**src/opmode_consts.vh**
```
// constants for the operating-mode controller: mode codes, register map,
// field positions and timing figures
// assumes a 20 MHz APB clock
`ifndef OPMODE_CONSTS_VH
`define OPMODE_CONSTS_VH

`define MODE_STOP        2'h0
`define MODE_STARTUP     2'h1
`define MODE_RUN         2'h2
`define MODE_HOLD        2'h3

`define ADDR_CTRL        12'h000
`define ADDR_STATUS      12'h004
`define ADDR_BP_BASE     12'h008
`define ADDR_BP_LAST     12'h010
`define ADDR_ID          12'h014

`define CTRL_RUN_REQ     0
`define CTRL_STOP_REQ    1
`define CTRL_STEP_REQ    2
`define CTRL_RESUME_REQ  3
`define CTRL_STARTUP_DONE 4
`define CTRL_WDOG_ERR    5
`define CTRL_CSR_PRESENT 6
`define CTRL_OVERALL_RST 7
`define CTRL_RELOAD      8
`define CTRL_BP_HIT      9

`define BP_VALID_BIT     31
`define BP_ADDR_MSB      15
`define BP_WIDTH         17
`define BP_VALID_POS     16
`define BP_STRIDE        4
`define STEP_MAX_BP      2'h2

`define CLK_HZ           20000000
`define BLINK_MIN_S      3
`define BLINK_HALF_MS    250

`endif

```
**src/opmode_ctrl.v**
```verilog
// operating-mode controller: stop / start-up / run / hold sequencing,
// output disable, lamps, routine gating, breakpoints, APB registers
// assumes an APB master on pclk; program address and
// cycle-end strobe arrive from the execution engine on the same clock
//
// Functional notes
// - exactly one of four modes held
// - stop suppresses all program execution
// - stop retains counters, timers, flags, image
// - stop: outputs disabled, run off, stop lit; the run lamp still blinks in stop until the blink timer runs out
// - stop toward run enters start-up routine
// - start-up routine unsupervised, may call blocks
// - start-up keeps outputs disabled
// - run lamp blinks at least three seconds
// - stop lamp lit during start-up, then dark
// - start-up completion moves to run
// - watchdog error holds stop until restart
// - watchdog restart needs cold-start routine present
// - overall reset or reload also recovers
// - run executes cyclic main routine repeatedly
// - run: timers active, image refreshed
// - run: outputs enabled, run lit, stop dark
// - three breakpoints; hit switches into hold
// - hold: run lamp blinks, stop lit
// - hold freezes execution, timers; clock runs
// - hold keeps outputs disabled
// - single step refused above two breakpoints
//
// The register addresses and the APB interface to the registers are this design's own decisions.
`timescale 1ns/100ps
`include "opmode_consts.vh"

module opmode_ctrl #(
  parameter NUM_BP       = 3,
  parameter BLINK_CYCLES = `CLK_HZ * `BLINK_MIN_S,
  parameter HALF_CYCLES  = `CLK_HZ / 1000 * `BLINK_HALF_MS,
  parameter [31:0] ID_VALUE = 32'h0000_0a5c
) (
  input  wire        pclk,
  input  wire        presetn,
  input  wire        psel,
  input  wire        penable,
  input  wire        pwrite,
  input  wire [11:0] paddr,
  input  wire [31:0] pwdata,
  output reg  [31:0] prdata,
  output reg         pready,
  output reg         pslverr,
  input  wire [15:0] prog_addr,
  input  wire        cycle_end,
  output reg  [1:0]  mode_r,
  output reg         output_disable_flag,
  output reg         executing_lamp,
  output reg         halted_lamp,
  output reg         restart_startup_routine,
  output reg         cold_start_routine,
  output reg         cyclic_main_routine,
  output reg         timers_enable,
  output reg         image_refresh
);
  // ID_VALUE is arbitrary, names no maker

  localparam CW = 28;

  reg  [1:0]            mode_nxt;
  wire [NUM_BP*`BP_WIDTH-1:0] bp_all;
  wire [NUM_BP-1:0]     bp_act;
  wire [NUM_BP-1:0]     bp_hit;
  wire [NUM_BP-1:0]     bp_sel;
  reg  [15:0]           hold_addr_r;
  reg                   hit_mask_r;
  reg                   wdog_lock_r;
  reg                   cold_path_r;
  reg                   step_r;
  reg                   step_refused_r;
  reg  [CW-1:0]         blink_cnt_r;
  reg  [CW-1:0]         half_cnt_r;
  reg                   blink_ph_r;
  reg                   hit_r;
  reg  [1:0]            bp_count;
  reg                   bp_match;
  reg  [31:0]           rd_mux;
  integer               i;
  integer               k;

  wire acc    = psel & penable & pready;
  wire wr     = acc & pwrite;
  wire wr_ctl = wr & (paddr == `ADDR_CTRL);
  wire run_req   = wr_ctl & pwdata[`CTRL_RUN_REQ];
  wire stop_req  = wr_ctl & pwdata[`CTRL_STOP_REQ];
  wire step_req  = wr_ctl & pwdata[`CTRL_STEP_REQ];
  wire resume    = wr_ctl & pwdata[`CTRL_RESUME_REQ];
  wire su_done   = wr_ctl & pwdata[`CTRL_STARTUP_DONE];
  wire wdog      = wr_ctl & pwdata[`CTRL_WDOG_ERR];
  wire csr_here  = pwdata[`CTRL_CSR_PRESENT];
  wire recover   = wr_ctl & (pwdata[`CTRL_OVERALL_RST] |
                             pwdata[`CTRL_RELOAD]);
  wire blinking  = (blink_cnt_r != {CW{1'b0}});
  wire hit_masked = hit_mask_r & (prog_addr == hold_addr_r);

  // one slot per breakpoint; each decodes its own word address, so a
  // change of NUM_BP needs no edit of the write path; the read path's mapped decode stops at ADDR_BP_LAST
  genvar g;
  generate
    for (g = 0; g < NUM_BP; g = g + 1)
    begin : bp_slot
      localparam integer SLOT_INT  = `ADDR_BP_BASE + g * `BP_STRIDE;
      localparam [11:0]  SLOT_ADDR = SLOT_INT[11:0];

      reg  [`BP_WIDTH-1:0] slot_r;
      wire                 slot_hit;

      always @(posedge pclk or negedge presetn)
      begin
        if (!presetn)
          slot_r <= {`BP_WIDTH{1'b0}};
        else if (wr && paddr == SLOT_ADDR)
          slot_r <= {pwdata[`BP_VALID_BIT],
                     pwdata[`BP_ADDR_MSB:0]};
      end

      assign slot_hit = (slot_r[`BP_ADDR_MSB:0] == prog_addr);
      assign bp_all[g*`BP_WIDTH +: `BP_WIDTH] = slot_r;
      assign bp_act[g] = slot_r[`BP_VALID_POS];
      assign bp_hit[g] = slot_r[`BP_VALID_POS] & slot_hit;
      assign bp_sel[g] = (paddr == SLOT_ADDR);
    end
  endgenerate

  // count active breakpoints and look for a hit on the program address
  always @*
  begin
    bp_count = 2'h0;
    bp_match = 1'b0;
    for (i = 0; i < NUM_BP; i = i + 1)
    begin
      bp_count = bp_count + {1'b0, bp_act[i]};
      bp_match = bp_match | bp_hit[i];
    end
  end

  // mode sequencing
  always @*
  begin
    mode_nxt = mode_r;
    case (mode_r)
      `MODE_STOP:
      begin
        if (run_req)
        begin
          if (!wdog_lock_r)
            mode_nxt = `MODE_STARTUP;
          else if (csr_here)
            mode_nxt = `MODE_STARTUP;
        end
      end
      `MODE_STARTUP:
      begin
        if (wdog | stop_req)
          mode_nxt = `MODE_STOP;
        else if (su_done)
          mode_nxt = `MODE_RUN;
      end
      `MODE_RUN:
      begin
        if (wdog | stop_req)
          mode_nxt = `MODE_STOP;
        else if (hit_r)
          mode_nxt = `MODE_HOLD;
      end
      `MODE_HOLD:
      begin
        if (wdog | stop_req)
          mode_nxt = `MODE_STOP;
        else if (resume)
          mode_nxt = `MODE_RUN;
      end
      default:
        mode_nxt = `MODE_STOP;
    endcase
  end

  // breakpoint hit is registered; step lets one statement through
  always @(posedge pclk or negedge presetn)
  begin
    if (!presetn)
    begin
      hit_r          <= 1'b0;
      step_r         <= 1'b0;
      step_refused_r <= 1'b0;
    end
    else
    begin
      hit_r <= cyclic_main_routine & bp_match & ~step_r &
               ~hit_masked;
      // refusal stays visible until the next step request made in hold
      if (step_req & (mode_r == `MODE_HOLD))
      begin
        step_r         <= (bp_count <= `STEP_MAX_BP);
        step_refused_r <= (bp_count > `STEP_MAX_BP);
      end
      else
        step_r <= 1'b0;
    end
  end

  always @(posedge pclk or negedge presetn)
  begin
    if (!presetn)
    begin
      mode_r      <= `MODE_STOP;
      wdog_lock_r <= 1'b0;
      cold_path_r <= 1'b0;
    end
    else
    begin
      mode_r <= mode_nxt;
      if (wdog & (mode_r != `MODE_STOP))
        wdog_lock_r <= 1'b1;
      else if (recover)
        wdog_lock_r <= 1'b0;
      else if (mode_r == `MODE_STOP && mode_nxt == `MODE_STARTUP)
        wdog_lock_r <= 1'b0;
      if (mode_r == `MODE_STOP && mode_nxt == `MODE_STARTUP)
        cold_path_r <= wdog_lock_r & ~recover;
    end
  end

  // the statement the engine halted on must not trip its breakpoint
  // again right after resume, or hold could never be left; the mask
  // lifts once the address has moved on
  always @(posedge pclk or negedge presetn)
  begin
    if (!presetn)
    begin
      hold_addr_r <= 16'h0000;
      hit_mask_r  <= 1'b0;
    end
    else
    begin
      if (mode_r == `MODE_RUN && mode_nxt == `MODE_HOLD)
      begin
        hold_addr_r <= prog_addr;
        hit_mask_r  <= 1'b1;
      end
      else if (mode_r != `MODE_HOLD && prog_addr != hold_addr_r)
        hit_mask_r <= 1'b0;
    end
  end

  // blink timer: armed on start-up entry, runs out even after stop
  always @(posedge pclk or negedge presetn)
  begin
    if (!presetn)
    begin
      blink_cnt_r <= {CW{1'b0}};
      half_cnt_r  <= {CW{1'b0}};
      blink_ph_r  <= 1'b0;
    end
    else
    begin
      if (mode_r != `MODE_STARTUP && mode_nxt == `MODE_STARTUP)
        blink_cnt_r <= BLINK_CYCLES[CW-1:0];
      else if (blinking)
        blink_cnt_r <= blink_cnt_r - {{CW-1{1'b0}}, 1'b1};
      if (half_cnt_r == {CW{1'b0}})
      begin
        half_cnt_r <= HALF_CYCLES[CW-1:0] - {{CW-1{1'b0}}, 1'b1};
        blink_ph_r <= ~blink_ph_r;
      end
      else
        half_cnt_r <= half_cnt_r - {{CW-1{1'b0}}, 1'b1};
    end
  end

  // outputs, all registered from the next mode
  always @(posedge pclk or negedge presetn)
  begin
    if (!presetn)
    begin
      output_disable_flag     <= 1'b1;
      executing_lamp          <= 1'b0;
      halted_lamp             <= 1'b1;
      restart_startup_routine <= 1'b0;
      cold_start_routine      <= 1'b0;
      cyclic_main_routine     <= 1'b0;
      timers_enable           <= 1'b0;
      image_refresh           <= 1'b0;
    end
    else
    begin
      // outputs only enabled in run
      output_disable_flag <= (mode_nxt != `MODE_RUN);
      // timers stop in stop and hold; their values are kept, not cleared
      timers_enable <= (mode_nxt == `MODE_RUN);
      image_refresh <= (mode_nxt == `MODE_RUN) & cycle_end;
      // the main routine runs in run and for one step in hold; stop suppresses it
      cyclic_main_routine <= (mode_nxt == `MODE_RUN) |
                             ((mode_r == `MODE_HOLD) & step_r);
      // start-up routine runs with no cycle supervision applied
      restart_startup_routine <= (mode_nxt == `MODE_STARTUP) &
        ~(cold_path_r | (mode_r == `MODE_STOP & wdog_lock_r));
      cold_start_routine <= (mode_nxt == `MODE_STARTUP) &
        (cold_path_r | (mode_r == `MODE_STOP & wdog_lock_r));
      case (mode_nxt)
        `MODE_RUN:
        begin
          executing_lamp <= blinking ? blink_ph_r : 1'b1;
          halted_lamp    <= 1'b0;
        end
        `MODE_HOLD:
        begin
          executing_lamp <= blink_ph_r;
          halted_lamp    <= 1'b1;
        end
        `MODE_STARTUP:
        begin
          executing_lamp <= blink_ph_r;
          halted_lamp    <= 1'b1;
        end
        default:
        begin
          executing_lamp <= blinking & blink_ph_r;
          halted_lamp    <= 1'b1;
        end
      endcase
    end
  end

  // apb read mux; unmapped addresses flag pslverr
  always @*
  begin
    rd_mux = 32'h0000_0000;
    case (paddr)
      `ADDR_CTRL:   rd_mux = 32'h0000_0000;
      `ADDR_STATUS: rd_mux = {25'h0000000, step_refused_r, bp_count,
                              wdog_lock_r, output_disable_flag, mode_r};
      `ADDR_ID:     rd_mux = ID_VALUE;
      default:
      begin
        // slot addresses are distinct, so at most one entry matches
        for (k = 0; k < NUM_BP; k = k + 1)
          if (bp_sel[k])
            rd_mux = {bp_act[k], 15'h0000,
                      bp_all[k*`BP_WIDTH +: `BP_ADDR_MSB+1]};
      end
    endcase
  end

  wire mapped = (paddr == `ADDR_CTRL) | (paddr == `ADDR_STATUS) |
                (paddr == `ADDR_ID) |
                (paddr >= `ADDR_BP_BASE && paddr <= `ADDR_BP_LAST &&
                 paddr[1:0] == 2'h0);

  // one wait state: pready rises in the second access cycle
  always @(posedge pclk or negedge presetn)
  begin
    if (!presetn)
    begin
      pready  <= 1'b0;
      pslverr <= 1'b0;
      prdata  <= 32'h0000_0000;
    end
    else
    begin
      pready  <= psel & penable & ~pready;
      pslverr <= psel & penable & ~pready & ~mapped;
      if (psel & penable & ~pready & ~pwrite)
        prdata <= mapped ? rd_mux : 32'h0000_0000;
    end
  end
endmodule

```
**config.mk**
```make
export PLATFORM = sky130hd
export DESIGN_NAME = opmode_ctrl
export DESIGN_NICKNAME = d
export VERILOG_FILES = /design/src/opmode_ctrl.v
export VERILOG_INCLUDE_DIRS = /design/src /design/src/src
export SDC_FILE = /design/constraint.sdc
export NUM_CORES = 1
export LEC_CHECK = 0
export ABC_CLOCK_PERIOD_IN_PS = 3400
export BUFFER_PORTS_ARGS = -buffer_cell sky130_fd_sc_hd__buf_4
export CORE_MARGIN = 2
export CORE_UTILIZATION = 35
export CTS_CLUSTER_DIAMETER = 30
export CTS_CLUSTER_SIZE = 16
export DETAILED_ROUTE_END_ITERATION = 7
export PLACE_DENSITY = 0.52
export SLEW_MARGIN = 20
export SYNTH_ARGS = -nofsm -noshare
export SYNTH_HDL_FRONTEND = slang
export SYNTH_SLANG_ARGS = --single-unit
```
**constraint.sdc**
```tcl
create_clock -name pclk -period 3.4 [get_ports pclk]
set_clock_uncertainty 0.2 [all_clocks]
set_input_delay 0.17 -clock pclk [delete_from_list [all_inputs] [get_ports pclk]]
set_output_delay 0.17 -clock pclk [all_outputs]
set_load 0.03 [all_outputs]
```
==> results.yml <==
run_status:
  status: "complete, no violations"
clock_tree:
  clock_sinks: 158
  cts_tree: "done"
  post_cts_buffers: 0
  htreeDepth: 4
  root_buffer: "clkbuf_16"
  cts_made_buffers: 17
  clk_path_buf_depth: 2
  clock_latency_ps: 420
  clk_pin_slew_worst_paths_ps: 60
routing:
  vias_per_cell: 4.95
  dr.pass1.iters: 4
  wl_mm: 19.5
  drcViolationCount: 0
  postRouteAntennaNets: 0
  vias: 5770
  wl_per_cell_um: 16.7
  drtIter0Drc: 233
finish:
  nFillCells: 2206
  fin_cells: 1166
  multi_input_area_um2: 3810
  area_growth_pct: 21.6
  diodes: 0
  final_layout_size_suffix_gt1_share_pct: 15.9
  seq_area_um2: 3960
  nNetsFinal: 938
sta:
  min_period_ps: 2760
  finalMaxSlewViolations: 0
  worstMarginPinSlew_ps: 950
  finalSetupViolCount: 0
  rsz0062_at_grt: "no"
  period_share_pct: 81.2
  setup_tns_ps: 0
  hold_viol: 0
  fin_ws_ps: 639
  max_freq_mhz: 362
  relSlewSlack_pct: 36.6
floorplan:
  core_um2: 22600
  std_cell_rows: 55
  start_util_pct: 35.6
  dieArea_um2: 24200
  io_pins: 110
  die_h_um: 155
  die_w_um: 155
worst_setup_path:
  slowest_stage: "or4b_1"
  critical_path.max_fanout: 8
  timing.rr.end: "blink_ph_r$_DFFE_PN0P_"
  required_ps: 3490
  critPathLaunchType: "register"
  timing.rr.start: "half_cnt_r[0]$_DFF_PN0_"
  cp.arrival_ps: 2850
  cp_cell_sequence: "inv_1 -> ha_1 -> or4b_1 -> nand2b_1 -> nor3_4 -> nand3_1 -> xnor2_1"
  crit_path_end_kind: "register"
  cpPeakStageDelay_ps: 510
  critPathKind: "register to register"
  r2r_cells: 7
  r2r_slack_ps: 640
worst_hold_path:
  hold_depth: 4
  hold_class: "input pin to register"
  whs_endpoint: "prdata[4]$_DFFE_PN0P_"
  worstHoldStart: "paddr[3]"
logic_synthesis:
  yosys.area.top_type_share_pct: 48.9
  post-synth-top-area-cell: "dfrtp_1"
  synthesis.area_um2: 8030
  synthTopCellsByCount: "157 x dfrtp_1, 81 x xnor2_1, 65 x mux2_1"
  synth_edf_count: 0
  ys_seq_area_share_pct: 49.2
  yosysMostFrequentCell: "dfrtp_1"
  async_reset_ff_share_pct: 100
  ys_ff_latch: 158
  synthTopCellsByArea: "dfrtp_1 49%, mux2_1 9.1%, xnor2_1 8.8%, nor2_1 2.9%, nand2_1 2.9%"
  synth_cells: 761
  ys_warn_count: 0
  ys.flop_type: "dfrtp_1"
  yosysUniqueCellTypes: 60
  syn_area_per_cell_um2: 10.6
grt:
  gr-usage-all-layers_pct: 17.0
  grt-ovfl-total: 0
  grt_max_degree: 80
  antenna_found_initial: 0
  grt_pass1_vias: 5782
  grt_pass1_wl_mm: 32.0
placed_design:
  pre_cts_ws_ps: 641
  dp_hpwl_mm: 14.1
  dp.cells: 1098
  gp_congestion: 0.816
  numPortBuffers: 79
power_and_ir_drop:
  max-vdd-ir-drop_v: 0.000268
  p_per_area_nw_per_um2: 405
  p_leak_nw: 4.17
job:
  maxCapViolCount: 0
==> timing repair <==
item	in CTS	in global routing
endpoints found under the hold margin	150	0
hold buffers	37	0
gates resized for setup	0	0
==> placed cells by master (no fill, tap or decap), drive strengths merged, types with 21 or more instances in the layout <==
cell	netlist	final
xnor2	82	82
xor2	24	24
o21ai	44	44
nor4	21	21
nor3	31	31
nor2	63	63
nand2	62	62
dlygate4sd3	0	37
buf	23	92
mux2	66	66
a21oi	24	24
dfrtp	157	157
==> flip-flops by register name, summed over array words and instances (netlist names), 2 cells and up <==
name	cells
blink_cnt_r	28
bp_slot.slot_r	51
mode_r	2
hold_addr_r	16
half_cnt_r	28
prdata	17
==> metal layers <==
| layer | share of wire (%) | vias up | GRT usage [%] | wire length (µm) |
|---|---|---|---|---|
| met5 | 0 | - | 0 | 0 |
| met3 | 3.9 | 21 | 3.01 | 764 |
| met4 | 1.7 | 0 | 5.55 | 336 |
| li1 | - | 2829 | - | - |
| met1 | 48 | 2803 | 23.5 | 9360 |
| met2 | 46 | 117 | 27.3 | 9070 |
==> worst max-delay path: cells and delay by family, from the launching register on <==
family / cells / cell delay (ps)
AND/OR/NAND/NOR: 4 / 1530
buffers and inverters: 1 / 80
XOR/XNOR: 1 / 230
flip-flops: 1 / 410
adder cells (fa/ha/maj): 1 / 190
==> power by group <==
group          internal (mW)  switching, mW  leakage (nW)
sequential              1.89        0.00706          1.95
combinational          0.120          0.161          1.95
clock                   1.01          0.762         0.268
==> final cells by class <==
class                      instances  share of cell area (%)
clock buffer                      19                    4.53
clock inverter                    12                   0.999
inverter                          12                   0.461
multi-input combinational        551                    39.0
sequential                       158                    40.5
tap                              285                    3.65
timing repair buffer             129                    10.9
==> kinds of logic after synthesis <==
group,Yosys count,share of synthesized area (%)
other cells,1,0.0467
buf+inv,66,4.03
flops,158,49.2
xor+xnor,106,11.7
simple gates,252,16.5
fa+ha+maj,3,0.561
compound gates,97,7.26
mux,78,10.7
==> worst max path at each step <==
stage	slack [ps]	endpoint	cells after the start	start
floorplan	820	hold_addr_r[11]$_DFFE_PN0P_	7	pready$_DFF_PN0_
global placement	660	blink_cnt_r[15]$_DFFE_PN0P_	8	blink_cnt_r[0]$_DFFE_PN0P_
detailed placement	640	blink_ph_r$_DFFE_PN0P_	7	half_cnt_r[0]$_DFF_PN0_
CTS	630	blink_ph_r$_DFFE_PN0P_	7	half_cnt_r[0]$_DFF_PN0_
global route	410	blink_cnt_r[7]$_DFFE_PN0P_	8	blink_cnt_r[0]$_DFFE_PN0P_
finish	640	blink_ph_r$_DFFE_PN0P_	7	half_cnt_r[0]$_DFF_PN0_
==> stage by stage <==
step | utilization [%] | hold WS (ps) | instance area (µm²) | total power, mW
after floorplan | - | -326 | 8090 | 2.07
after global placement | 39.2 | 65.9 | 8860 | 2.18
after detailed placement | 39.2 | 61.5 | 8860 | 2.19
after CTS | 43.3 | 67.7 | 9770 | 4.01
after global routing | 43.3 | 91.9 | 9770 | 4.12
final | 43.3 | 86.2 | 9770 | 3.96
(Power assumes the default switching activity.)
